<file path="src/atc_pkg.sv">
`default_nettype none
package atc_pkg;
  // Register indexes; each register sits at byte address four times its index.
  localparam logic [7:0] IDX_X_OFF  = 8'h33;
  localparam logic [7:0] IDX_Y_OFF  = 8'h34;
  localparam logic [7:0] IDX_Z_OFF  = 8'h35;
  localparam logic [7:0] IDX_X_GAIN = 8'h36;
  localparam logic [7:0] IDX_Y_GAIN = 8'h37;
  localparam logic [7:0] IDX_Z_GAIN = 8'h38;
  localparam logic [7:0] ADDR_X_OFF  = 8'(IDX_X_OFF << 2);
  localparam logic [7:0] ADDR_Y_OFF  = 8'(IDX_Y_OFF << 2);
  localparam logic [7:0] ADDR_Z_OFF  = 8'(IDX_Z_OFF << 2);
  localparam logic [7:0] ADDR_X_GAIN = 8'(IDX_X_GAIN << 2);
  localparam logic [7:0] ADDR_Y_GAIN = 8'(IDX_Y_GAIN << 2);
  localparam logic [7:0] ADDR_Z_GAIN = 8'(IDX_Z_GAIN << 2);
  // Field widths of the trims and of the axis samples.
  localparam int OFF_W      = 5;
  localparam int GAIN_W     = 6;
  localparam int SMP_W      = 14;
  localparam int GAIN_SHIFT = 6;
  // Reset values: no user correction.
  localparam logic [4:0] OFF_RST  = 5'h00;
  localparam logic [5:0] GAIN_RST = 6'h00;
  // Shared trim range, checked on the sum of factory and user trims.
  localparam logic signed [5:0] OFF_SUM_MAX  = 6'sh0f;
  localparam logic signed [5:0] OFF_SUM_MIN  = 6'sh30;
  localparam logic signed [6:0] GAIN_SUM_MAX = 7'sh1f;
  localparam logic signed [6:0] GAIN_SUM_MIN = 7'sh60;
  // Output sample limits.
  localparam logic signed [15:0] SMP_MAX = 16'sh1fff;
  localparam logic signed [15:0] SMP_MIN = 16'she000;
  // Output counts per offset step; plain default.
  localparam logic signed [7:0] OFF_STEP = 8'sh10;
endpackage
`default_nettype wire

</file>
<file path="src/atc_axis_trim.sv">
`timescale 1ns/1ps
`default_nettype none
module atc_axis_trim
  import atc_pkg::*;
(
  input  wire logic                     core_clk,
  input  wire logic                     sys_rst,
  input  wire logic signed [SMP_W-1:0]  sampleIn,
  input  wire logic [OFF_W-1:0]         userOffset,
  input  wire logic [GAIN_W-1:0]        userGain,
  input  wire logic [OFF_W-1:0]         factoryOffset,
  input  wire logic [GAIN_W-1:0]        factoryGain,
  output logic signed [SMP_W-1:0]       sampleOut
);
  typedef struct packed {
    logic [SMP_W-1:0] outVal;
  } atc_axis_st_t;

  atc_axis_st_t q, d;
  logic signed [OFF_W:0]   sumOff;
  logic signed [GAIN_W:0]  sumGain;
  logic signed [OFF_W:0]   satOff;
  logic signed [GAIN_W:0]  satGain;
  logic signed [12:0]      offTerm;
  logic signed [19:0]      gainProd;
  logic signed [15:0]      total;

  always_comb
  begin
    sumOff = $signed({userOffset[OFF_W-1], userOffset}) + $signed({factoryOffset[OFF_W-1], factoryOffset});
    sumGain = $signed({userGain[GAIN_W-1], userGain}) + $signed({factoryGain[GAIN_W-1], factoryGain});
    satOff = (sumOff > OFF_SUM_MAX) ? OFF_SUM_MAX : (sumOff < OFF_SUM_MIN) ? OFF_SUM_MIN : sumOff;
    satGain = (sumGain > GAIN_SUM_MAX) ? GAIN_SUM_MAX : (sumGain < GAIN_SUM_MIN) ? GAIN_SUM_MIN : sumGain;
    offTerm = {{7{satOff[OFF_W]}}, satOff} * {{5{OFF_STEP[7]}}, OFF_STEP};
    gainProd = {{6{sampleIn[SMP_W-1]}}, sampleIn} * {{13{satGain[GAIN_W]}}, satGain};
    total = {{2{sampleIn[SMP_W-1]}}, sampleIn} + {{3{offTerm[12]}}, offTerm}
          + {{2{gainProd[19]}}, gainProd[19:GAIN_SHIFT]};
    d = q;
    if (total > SMP_MAX)
      d.outVal = SMP_MAX[SMP_W-1:0];
    else if (total < SMP_MIN)
      d.outVal = SMP_MIN[SMP_W-1:0];
    else
      d.outVal = total[SMP_W-1:0];
  end

  // State register.
  always_ff @(posedge core_clk)
  begin
    if (sys_rst)
      q <= '0;
    else
      q <= d;
  end

  assign sampleOut = q.outVal;
endmodule // atc_axis_trim
`default_nettype wire

</file>
<file path="src/atc_trim_regs.sv">
//
// Behaviour
// - The Y offset trim is a 5-bit signed field in bits 4..0, each step moving the Y offset by 15 mg.
// - The Z offset trim is a 5-bit signed field in bits 4..0, each step moving the Z offset by 15 mg.
// - The X gain trim is a 6-bit signed field in bits 5..0, each step changing X sensitivity by 1.56 percent.
// - The Y gain trim is a 6-bit signed field in bits 5..0, each step changing Y sensitivity by 1.56 percent.
// - The Z gain trim is a 6-bit signed field in bits 5..0, each step changing Z sensitivity by 1.56 percent.
// - User and factory trims add inside one shared range and the sum saturates at its ends.
// - The Y offset register has index 0x34 and resets to zero.
// - The gain registers have indexes 0x36, 0x37, 0x38 and reset to zero.
// - The X offset register has index 0x33 and uses the same 5-bit 15 mg format.
`timescale 1ns/1ps
`default_nettype none
module atc_trim_regs
  import atc_pkg::*;
(
  input  wire logic                     core_clk,
  input  wire logic                     sys_rst,
  input  wire logic                     psel,
  input  wire logic                     penable,
  input  wire logic                     pwrite,
  input  wire logic [7:0]               paddr,
  input  wire logic [31:0]              pwdata,
  input  wire logic [3:0]               pstrb,
  output logic [31:0]                   prdata,
  output logic                          pready,
  output logic                          pslverr,
  input  wire logic signed [SMP_W-1:0]  xSample,
  input  wire logic signed [SMP_W-1:0]  ySample,
  input  wire logic signed [SMP_W-1:0]  zSample,
  input  wire logic [OFF_W-1:0]         xFactoryOffset,
  input  wire logic [OFF_W-1:0]         yFactoryOffset,
  input  wire logic [OFF_W-1:0]         zFactoryOffset,
  input  wire logic [GAIN_W-1:0]        xFactoryGain,
  input  wire logic [GAIN_W-1:0]        yFactoryGain,
  input  wire logic [GAIN_W-1:0]        zFactoryGain,
  output logic signed [SMP_W-1:0]       xTrimmed,
  output logic signed [SMP_W-1:0]       yTrimmed,
  output logic signed [SMP_W-1:0]       zTrimmed
);
  typedef struct packed {
    logic [OFF_W-1:0]  xOffsetTrim;
    logic [OFF_W-1:0]  yOffsetTrim;
    logic [OFF_W-1:0]  zOffsetTrim;
    logic [GAIN_W-1:0] xGainTrimValue;
    logic [GAIN_W-1:0] yGainTrimValue;
    logic [GAIN_W-1:0] zGainTrimValue;
    logic              ready;
    logic              slvErr;
    logic [31:0]       rdata;
  } atc_regs_t;

  atc_regs_t q, d;
  logic        access;
  logic        complete;
  logic        hit;
  logic [31:0] readVal;

  // Address decode and read multiplexer.
  // reserved bits zero
  always_comb
  begin
    hit = 1'b1;
    readVal = 32'h0000_0000;
    case (paddr)
      ADDR_X_OFF:  readVal = {27'h000_0000, q.xOffsetTrim};
      ADDR_Y_OFF:  readVal = {27'h000_0000, q.yOffsetTrim};
      ADDR_Z_OFF:  readVal = {27'h000_0000, q.zOffsetTrim};
      ADDR_X_GAIN: readVal = {26'h000_0000, q.xGainTrimValue};
      ADDR_Y_GAIN: readVal = {26'h000_0000, q.yGainTrimValue};
      ADDR_Z_GAIN: readVal = {26'h000_0000, q.zGainTrimValue};
      default:     hit = 1'b0;
    endcase
  end

  // The access phase waits one cycle, then the answer stands for one cycle.
  assign access = psel && penable;
  assign complete = access && q.ready;

  // Next-state logic for the bus answer and the trim registers.
  always_comb
  begin
    d = q;
    d.ready = 1'b0;
    d.slvErr = 1'b0;
    if (access && !q.ready)
    begin
      d.ready = 1'b1;
      d.slvErr = !hit;
      d.rdata = pwrite ? 32'h0000_0000 : readVal;
    end
    if (complete && pwrite && pstrb[0])
    begin
      case (paddr)
        ADDR_X_OFF:  d.xOffsetTrim = pwdata[OFF_W-1:0];
        ADDR_Y_OFF:  d.yOffsetTrim = pwdata[OFF_W-1:0];
        ADDR_Z_OFF:  d.zOffsetTrim = pwdata[OFF_W-1:0];
        ADDR_X_GAIN: d.xGainTrimValue = pwdata[GAIN_W-1:0];
        ADDR_Y_GAIN: d.yGainTrimValue = pwdata[GAIN_W-1:0];
        ADDR_Z_GAIN: d.zGainTrimValue = pwdata[GAIN_W-1:0];
        default:     d.rdata = q.rdata;
      endcase
    end
  end

  // State register with reset to no correction.
  // Y offset reset
  always_ff @(posedge core_clk)
  begin
    if (sys_rst)
    begin
      q <= '0;
      q.xOffsetTrim <= OFF_RST;
      q.yOffsetTrim <= OFF_RST;
      q.zOffsetTrim <= OFF_RST;
      q.xGainTrimValue <= GAIN_RST;
      q.yGainTrimValue <= GAIN_RST;
      q.zGainTrimValue <= GAIN_RST;
    end
    else
      q <= d;
  end

  // Bus outputs straight from the state register.
  assign prdata = q.rdata;
  assign pready = q.ready;
  assign pslverr = q.slvErr;

  // Per-axis correction of the measurement path.
  // factory plus user
  atc_axis_trim uXAxis (
    .core_clk      (core_clk),
    .sys_rst       (sys_rst),
    .sampleIn      (xSample),
    .userOffset    (q.xOffsetTrim),
    .userGain      (q.xGainTrimValue),
    .factoryOffset (xFactoryOffset),
    .factoryGain   (xFactoryGain),
    .sampleOut     (xTrimmed)
  );

  atc_axis_trim uYAxis (
    .core_clk      (core_clk),
    .sys_rst       (sys_rst),
    .sampleIn      (ySample),
    .userOffset    (q.yOffsetTrim),
    .userGain      (q.yGainTrimValue),
    .factoryOffset (yFactoryOffset),
    .factoryGain   (yFactoryGain),
    .sampleOut     (yTrimmed)
  );

  atc_axis_trim uZAxis (
    .core_clk      (core_clk),
    .sys_rst       (sys_rst),
    .sampleIn      (zSample),
    .userOffset    (q.zOffsetTrim),
    .userGain      (q.zGainTrimValue),
    .factoryOffset (zFactoryOffset),
    .factoryGain   (zFactoryGain),
    .sampleOut     (zTrimmed)
  );
endmodule // atc_trim_regs
`default_nettype wire

</file>
<file path="config.mk">
export PLATFORM = sky130hd
export DESIGN_NAME = atc_trim_regs
export DESIGN_NICKNAME = d
export VERILOG_FILES = /design/src/atc_pkg.sv /design/src/atc_axis_trim.sv /design/src/atc_trim_regs.sv
export SDC_FILE = /design/constraint.sdc
export NUM_CORES = 1
export LEC_CHECK = 0
export BUFFER_PORTS_ARGS = -buffer_cell sky130_fd_sc_hd__buf_4
export CAP_MARGIN = 20
export CELL_PAD_IN_SITES_DETAIL_PLACEMENT = 0
export CELL_PAD_IN_SITES_GLOBAL_PLACEMENT = 1
export CORE_ASPECT_RATIO = 0.8
export CORE_UTILIZATION = 47
export CTS_BUF_LIST = sky130_fd_sc_hd__clkbuf_16
export CTS_CLUSTER_DIAMETER = 30
export DETAILED_ROUTE_END_ITERATION = 10
export PLACE_DENSITY = 0.87
export SYNTH_ARGS = -nofsm -noshare
export SYNTH_HDL_FRONTEND = slang
export SYNTH_HIERARCHICAL = 1
export SYNTH_SLANG_ARGS = --single-unit
</file>
<file path="constraint.sdc">
create_clock -name core_clk -period 13.9 [get_ports core_clk]
set_clock_uncertainty 0.2 [all_clocks]
set_input_delay 2.78 -clock core_clk [delete_from_list [all_inputs] [get_ports core_clk]]
set_output_delay 2.78 -clock core_clk [all_outputs]
set_load 0.005 [all_outputs]
</file>
# Yosys cells after proc, flatten, opt, wreduce, memory -nomap -nowiden
# Cells that the tools add are included.
dict set report classes {
  add_sub_neg 12
  mul 3
  n_lt_le_gt_ge 18
  n_eq_ne 7
  muxes 24
  bitwise_logic 1
  n_reduce_logical 18
}
# cell count
set ops {}
lappend ops {{two-way mux 32 bit} 3}
lappend ops {{multiplier 14 x 7 -> 20 bit} 3}
lappend ops {{adder 16 bit} 3}
lappend ops {{== test 8 bit, second input constant} 6}
lappend ops {{greater-than comparator 16 x 14 -> 1 bit, second input constant} 3}
lappend ops {{less-than comparator 16 x 14 -> 1 bit, second input constant} 3}
lappend ops {{adder 14 x 10 -> 15 bit} 3}
lappend ops {{two-way mux 14 bit} 3}
lappend ops {{two-way mux 7 bit} 6}
lappend ops {{two-way mux 13 bit} 3}
lappend ops {{two-way mux 6 bit} 6}
lappend ops {{case mux 6 bit (6 select lines)} 1}
lappend ops {{two-way mux 34 bit} 1}
lappend ops {{adder 6 x 6 -> 7 bit} 3}
lappend ops {{greater-than comparator 7 x 6 -> 1 bit, second input constant} 3}
lappend ops {{less-than comparator 7 x 6 -> 1 bit, second input constant} 3}
lappend ops {{adder 5 x 5 -> 6 bit} 3}
lappend ops {{greater-than comparator 6 x 5 -> 1 bit, second input constant} 3}
lappend ops {{less-than comparator 6 x 5 -> 1 bit, second input constant} 3}
lappend ops {{AND reduction 2 bit} 6}
lappend ops {{OR reduction 2 bit} 4}
lappend ops {{OR reduction 6 bit} 1}
lappend ops {{logical AND 1 bit} 5}
lappend ops {{logical NOT 1 bit} 2}
lappend ops {{3 further kinds} 3}
dict set report totals {
  reg_bits 109
  inputBits 124
}

# Depth between registers and ports, before layout
# Gate-level depths: netlist of the first run.
dict set report logic_depth {
  depth_word 9
  depth_mapped 39
}

# Cells and area by module
# Netlist of the first run, hierarchy kept.
# mod n_inst cells_each area_per_inst_um2 seq_area_each_um2
set modules_own_cells {}
lappend modules_own_cells {{atc_axis_trim (uZAxis)} 1 582 5172.5 280.3}
lappend modules_own_cells {{atc_axis_trim (uYAxis)} 1 570 5069.9 280.3}
lappend modules_own_cells {{atc_axis_trim (uXAxis)} 1 571 5013.6 280.3}
lappend modules_own_cells {atc_trim_regs 1 203 2134.5 820.8}

# Worst setup path after synthesis of the first run
# Ideal clock, no wire load.
dict set report synth_timing {
  path_kind {input to register}
  start {input yFactoryGain[0]}
  end {register uYAxis.q (netlist bit uYAxis/sampleOut[0])}
  setup_time_ps 114
  arrival_time_ps 10993
  t_required_ps 13586
  setup_slack_ps 2593
  path_stages 38
  path_buffers 2
  cell_sequence {ha_1 fa_1 nand3_1 nand2_1 a31o_2 inv_2 nor2_1 a21oi_1 clkbuf_1 nor2_1 fa_1 inv_1 fa_1 inv_1 fa_1 inv_1 fa_1 inv_1 [2 not listed] or3_1 o32ai_1 o2111ai_1 nand3b_1 a21oi_1 xnor2_1 fa_1 inv_1 ha_1 or4_4 a21oi_4 o31ai_1 a2111o_1 a221oi_2 a2111o_1 nor3_2 buf_6 a21o_1}
}
dict set report synth_between {
  elab_chain_len 9
  elab_cells_between_ends 11
  classes_between {add/sub (2); mul (1); order compare (4); mux (4)}
}
# element line_no
set synth_lines {}
lappend synth_lines {{from (decl)} atc_trim_regs.sv:35} ;# input wire logic [GAIN_W-1:0] yFactoryGain,
lappend synth_lines {{adder 6 x 6 -> 7 bit *} atc_axis_trim.sv:31} ;# sumGain = $signed({userGain[GAIN_W-1], userGain}) + $signed({factoryGain[GAIN_W-1], factoryGain});
lappend synth_lines {{less-than comparator 7 x 6 -> 1 bit} atc_axis_trim.sv:33} ;# satGain = (sumGain > GAIN_SUM_MAX) ? GAIN_SUM_MAX : (sumGain < GAIN_SUM_MIN) ? GAIN_SUM_MIN : sumGain;
lappend synth_lines {{two-way mux 7 bit} atc_axis_trim.sv:33}
lappend synth_lines {{two-way mux 7 bit *} atc_axis_trim.sv:33}
lappend synth_lines {{multiplier 14 x 7 -> 20 bit *} atc_axis_trim.sv:35} ;# gainProd = {{6{sampleIn[SMP_W-1]}}, sampleIn} * {{13{satGain[GAIN_W]}}, satGain};
lappend synth_lines {{adder 16 bit *} atc_axis_trim.sv:37} ;# + {{2{gainProd[19]}}, gainProd[19:GAIN_SHIFT]};
lappend synth_lines {{less-than comparator 16 x 14 -> 1 bit} atc_axis_trim.sv:41} ;# else if (total < SMP_MIN)
lappend synth_lines {{two-way mux 14 bit} atc_axis_trim.sv:41}
lappend synth_lines {{two-way mux 13 bit *} atc_axis_trim.sv:39} ;# if (total > SMP_MAX)
lappend synth_lines {{to (signal assigned)} atc_axis_trim.sv:51} ;# q <= '0;
lappend synth_lines {{to (signal assigned)} atc_axis_trim.sv:53} ;# q <= d;
lappend synth_lines {{to (decl)} atc_axis_trim.sv:19} ;# atc_axis_st_t q, d;
# Mark *: on every way between the ends. The rest lies on a longest branch, timed or not.
# A chain may end at the register's enable or synchronous reset.

# Final worst setup path of the first run
# Ends and elaborated chain as after synthesis.

==> impl_metrics.json, run 1 <==
{
  "crit_end": "uYAxis/sampleOut[0]",
  "syn2layout_area_growth_pct": 10.2,
  "worst-path-max-fanout": 19,
  "synth_area_leaders": "fa_1 29%, ha_1 14%, dfxtp_1 9.6%",
  "rsz0062_at_grt": "no",
  "synth-compound-area-share": 0.131,
  "final-max-slew-violation-count": 0,
  "finalHoldViolCount": 0,
  "cts_resized": 0,
  "clkSlewWorstSetupHoldPaths_ps": 70,
  "tightest_slew_ps": 1080,
  "initialDrtViolationCount": 826,
  "yosys-top-cells-count": "316 x inv_1, 249 x fa_1, 198 x ha_1, 174 x nor2_1, 86 x and2_1",
  "antenna_found_initial": 1,
  "cts_tree": "built",
  "placed_area_um2": 18900,
  "r2r-start": "q[40]",
  "rrSetupSlack_ps": 3420,
  "boundaryPins": 200,
  "synth.distinct_cells": 99,
  "synth.avg_cell_area_um2": 9.03,
  "synthAdderAreaFrac": 0.429,
  "clk_latency_ps": 370,
  "synthFlopType": "dfxtp_1",
  "start_util": 0.481,
  "wl_per_cell_um": 16.4,
  "finalSetupViolCount": 0,
  "numPortBuffers": 144,
  "finalInstanceArea_um2": 19200,
  "placed_cells": 2518,
  "synth_area_um2": 17400,
  "grt_pass1_wl_mm": 69.2,
  "max_freq_mhz": 79.1,
  "overflow": 0,
  "final_nets": 2621,
  "clock-sinks": 83,
  "cp_common_cell": "fa_1",
  "synth_top_area_frac": 0.287,
  "required_ps": 14010,
  "die_area_um2": 37800,
  "crit_path_end_kind": "flip-flop",
  "crit_slowest_cell": "a221oi_2",
  "synth-simple-area-share": 0.173,
  "synthMuxAreaShare": 0.0315,
  "cts_buffer_depth": 2,
  "die_width_um": 217,
  "place_congestion": 0.893,
  "layout_min_cycle_time_ps": 12650,
  "ys_seq_area_frac": 0.0955,
  "post_drt_via_cell_ratio": 5.35,
  "dp_hpwl_mm": 35.2,
  "die_h_um": 174,
  "synth_top_family_by_area": "adder cells",
  "ys_async_sr_fraction": 0,
  "yosysMostFrequentCell": "inv_1",
  "crit_start": "yFactoryGain[0]",
  "root_buffer": "clkbuf_16",
  "track_usage": 0.228,
  "cpPeakStageDelay_ps": 820,
  "final_cells": 2536,
  "cp_data_arrival_time_ps": 12760,
  "startpoint_type": "primary input",
  "numCtsBuffers": 9,
  "yosys_register_bits": 83,
  "grt_max_degree": 45,
  "num_rows": 62,
  "outcome": "complete, no violations",
  "maxCapViolations": 0,
  "cts_setup_buffers": 0,
  "setup-tns-final_ps": 0,
  "period_share": 0.910,
  "crit_type": "in -> reg",
  "slew_headroom": 0.280,
  "yosysTopAreaCell": "fa_1",
  "hold_class": "reg -> reg",
  "firstDrtPassIters": 5,
  "drc": 0,
  "htreeDepth": 3,
  "yosysWarnings": 6,
  "drive_gt1_frac": 0.115,
  "vias": 13560,
  "syn_inst": 1926,
  "synth_edf_count": 0,
  "synth_xor_area_frac": 0.0473,
  "core-area_um2": 36100,
  "grt_pass1_vias": 13605,
  "worstReg2RegEnd": "uYAxis/sampleOut[0]",
  "reg2reg_depth": 36,
  "wl_mm": 41.5,
  "hold_buffers": 0,
  "ant_nets": 0
}
==> cells by family after synthesis <==
kind of cell / Yosys count
AOI/OAI and AO/OA: 313
DFF: 83
adders and majority gates: 447
other: 1
muxes: 48
and+or+nand+nor: 553
xor gates and xnor gates: 94
buffers and inverters: 387
==> registers in the layout, summed over array words and instances (netlist names) <==
name              cells
uXAxis/sampleOut     14
prdata                6
q                    33
pready                1
uZAxis/sampleOut     14
pslverr               1
uYAxis/sampleOut     14
==> final cells by class <==
type,count,area (um2)
flip-flops and latches,83,1660
diodes,1,2.50
inverters,317,1190
clock buffers,9,225
multi-input cells,1481,14200
repair buffers,158,1180
fillers,3368,17000
well taps,480,601
clock inverters,7,78.8
==> cell usage in the layout, fill, tap and decap left out, drive strengths merged, types with 14 or more instances in the layout <==
| cell | netlist | final |
|---|---|---|
| a21o | 61 | 61 |
| a21oi | 70 | 70 |
| and2 | 86 | 86 |
| buf | 44 | 158 |
| conb | 1 | 26 |
| dfxtp | 83 | 83 |
| fa | 249 | 249 |
| ha | 198 | 198 |
| inv | 317 | 321 |
| mux2i | 39 | 39 |
| nand2 | 67 | 67 |
| nand2b | 35 | 35 |
| nand4 | 14 | 14 |
| nor2 | 174 | 174 |
| nor2b | 83 | 83 |
| nor3 | 24 | 24 |
| o21a | 19 | 19 |
| o21ai | 49 | 49 |
| xnor2 | 54 | 54 |
| xor2 | 40 | 40 |
==> per-layer routing <==
metal / track usage / wire, um
met1: 0.337 / 20200
met2: 0.351 / 18400
met3: 0.0268 / 2190
met4: 0.0549 / 770
met5: 0 / 0
==> through the flow <==
step           hold WS (ps)  worst slack [ps]  utilization
2_1_floorplan           226              2590            -
3_3_place_gp            252              1110        0.521
3_5_place_dp            256               955        0.521
4_1_cts                 273              1310        0.530
5_1_grt                 331               586        0.530
6_report                269              1250        0.530
==> worst max-delay path: cells and delay by family <==
| kind | cells | cell delay, ps |
|---|---|---|
| XOR/XNOR | 2 | 330 |
| AND/OR/NAND/NOR | 7 | 1170 |
| buffers and inverters | 8 | 970 |
| adder cells (fa/ha/maj) | 9 | 3770 |
| AO/OA/AOI/OAI | 11 | 3700 |
==> worst min path at each step <==
stage	startpoint	end	cells past startpoint
after floorplan	prdata[5]	prdata[5]	2
after global placement	prdata[5]	prdata[5]	2
after detailed placement	prdata[5]	prdata[5]	2
after CTS	prdata[5]	prdata[5]	2
after global routing	prdata[5]	prdata[5]	2
final	prdata[5]	prdata[5]	2
Power of run 1 is left out: the tool's default activity adds up to more than one toggle a clock period on the data nets, which glitch-free logic cannot reach.
==> run 2, diff against run 1 <==
Settings changed: CORE_UTILIZATION 47 to 30, PLACE_DENSITY 0.87 to 0.61.
==> run 2 against run 1 <==
Compared with the run above: via count down 1.7%; hold slack better by 4.0 ps; register-to-register slack worse by 190 ps; sequential cell count unchanged; worst setup slack worse by 200 ps; critical path type unchanged; die area up 56%; cell count up 11%; critical endpoint unchanged; global-route usage down 7.1 points.
==> impl_metrics.json, run 2 (same netlist as run 1, synthesis figures left out) <==
{
  "syn2layout_area_growth_pct": 12.3,
  "slew_headroom": 0.350,
  "min_delay_path_depth": 2,
  "die_width_um": 271,
  "cp_data_arrival_time_ps": 12960,
  "crit_start": "yFactoryGain[0]",
  "cts_buffer_depth": 2,
  "layout_common_cells": "317 x inv_1, 249 x fa_1, 198 x ha_1, 174 x nor2_1, 159 x buf_4",
  "grt_max_degree": 45,
  "clk_latency_ps": 370,
  "grt_pass1_vias": 13429,
  "crit_path_end_kind": "flip-flop",
  "cts_tree": "built",
  "final_nets": 2622,
  "drive_gt1_frac": 0.114,
  "die_area_um2": 58900,
  "hold_class": "reg -> reg",
  "rsz0062_at_grt": "no",
  "grt_pass1_wl_mm": 73.1,
  "n_antenna_cell": 0,
  "crit_type": "in -> reg",
  "cp_common_cell": "fa_1",
  "rrSetupSlack_ps": 3230,
  "final_common_cell": "inv_1",
  "place_ws_ps": 810,
  "outcome": "complete, no violations",
  "largest_register": "q",
  "r2r-start": "q[40]",
  "cts_setup_buffers": 0,
  "overflow": 0,
  "setup_slack_ps": 1050,
  "core-area_um2": 57000,
  "whs_ps": 273,
  "layout_min_cycle_time_ps": 12850,
  "die_h_um": 217,
  "cts_resized": 0,
  "required_ps": 14010,
  "period_share": 0.924,
  "largest_reg_flops": 33,
  "worstReg2RegEnd": "uYAxis/sampleOut[0]",
  "place_congestion": 0.844,
  "maxCapViolations": 0,
  "numCtsBuffers": 9,
  "vias": 13329,
  "timing.critical_path.buf_inv": 8,
  "worst-path-max-fanout": 19,
  "placed_area_um2": 19200,
  "final-max-slew-violation-count": 0,
  "min_to": "prdata[5]",
  "startpoint_type": "primary input",
  "max_freq_mhz": 77.8,
  "crit_family": "adder cells",
  "reg2reg_depth": 36,
  "dp_hpwl_mm": 38.9,
  "tightest_slew_ps": 969,
  "wl_mm": 44.9,
  "track_usage": 0.156,
  "num_rows": 78,
  "numPortBuffers": 144,
  "setup-tns-final_ps": 0,
  "cpPeakStageDelay_ps": 590,
  "start_util": 0.305,
  "holdCritStartpoint": "prdata[5]",
  "hold_buffers": 0,
  "finalInstanceArea_um2": 19500,
  "wl_per_cell_um": 16.0,
  "antenna_found_initial": 1,
  "post_drt_via_cell_ratio": 4.73,
  "initialDrtViolationCount": 876,
  "finalSetupViolCount": 0,
  "htreeDepth": 3,
  "ant_nets": 0,
  "firstDrtPassIters": 5,
  "clkSlewWorstSetupHoldPaths_ps": 60,
  "root_buffer": "clkbuf_16",
  "finalHoldViolCount": 0,
  "crit_slowest_cell": "a211oi_1",
  "drc": 0,
  "clock-sinks": 83,
  "boundaryPins": 200
}
run 2: cell count changes in the layout (fill, tap and decap cells not counted):
cell        change
buf_4           +2
clkinv_4        -1
o21ai_1         +3
buf_2           -1
clkinvlp_4      +1
bufinv_16       +2
inv_8           -4
inv_1           +1
diode_2         -1
clkinv_8        -1
inv_6           +1
o21ai_0         -3
clkinv_1        +1
run 2: cell type report:
| cell class | count | area, um2 |
|---|---|---|
| sequential | 83 | 1660 |
| clock inverter | 7 | 92.6 |
| clock buffer | 9 | 225 |
| multi-input combinational | 1481 | 14200 |
| tap | 760 | 951 |
| timing repair buffer | 159 | 1190 |
| fill | 5989 | 37500 |
| inverter | 317 | 1190 |
run 2: worst min-delay path, stage by stage (launching register included):
cell     delay (ps)
dfxtp_1         330
nand2_1          50
o21ai_0          60
run 2: layer usage:
layer / up-vias / global-route usage / part of all wire
met1: 6578 / 0.236 / 0.52
met2: 205 / 0.241 / 0.44
met4: 2 / 0.0255 / 0.0087
met3: 21 / 0.0183 / 0.033
met5: - / 0 / 0.00027
li1: 6523 / - / -
run 2: metrics by stage:
stage	instances	utilization
floorplan	1951	-
global placement	2800	0.337
detailed placement	2800	0.337
CTS	2816	0.343
global route	2816	0.343
finish	2816	0.343
run 2: worst max-delay path by stage:
stage | endpoint | cells after the start | slack, ps
3_3_place_gp | uYAxis/sampleOut[5] | 37 | 920
5_1_grt | uYAxis/sampleOut[0] | 37 | 380
2_1_floorplan | uYAxis/sampleOut[0] | 38 | 2590
3_5_place_dp | uYAxis/sampleOut[0] | 37 | 810
6_report | uYAxis/sampleOut[0] | 37 | 1050
4_1_cts | uYAxis/sampleOut[0] | 37 | 1170
Power of run 2 is left out for the same reason.
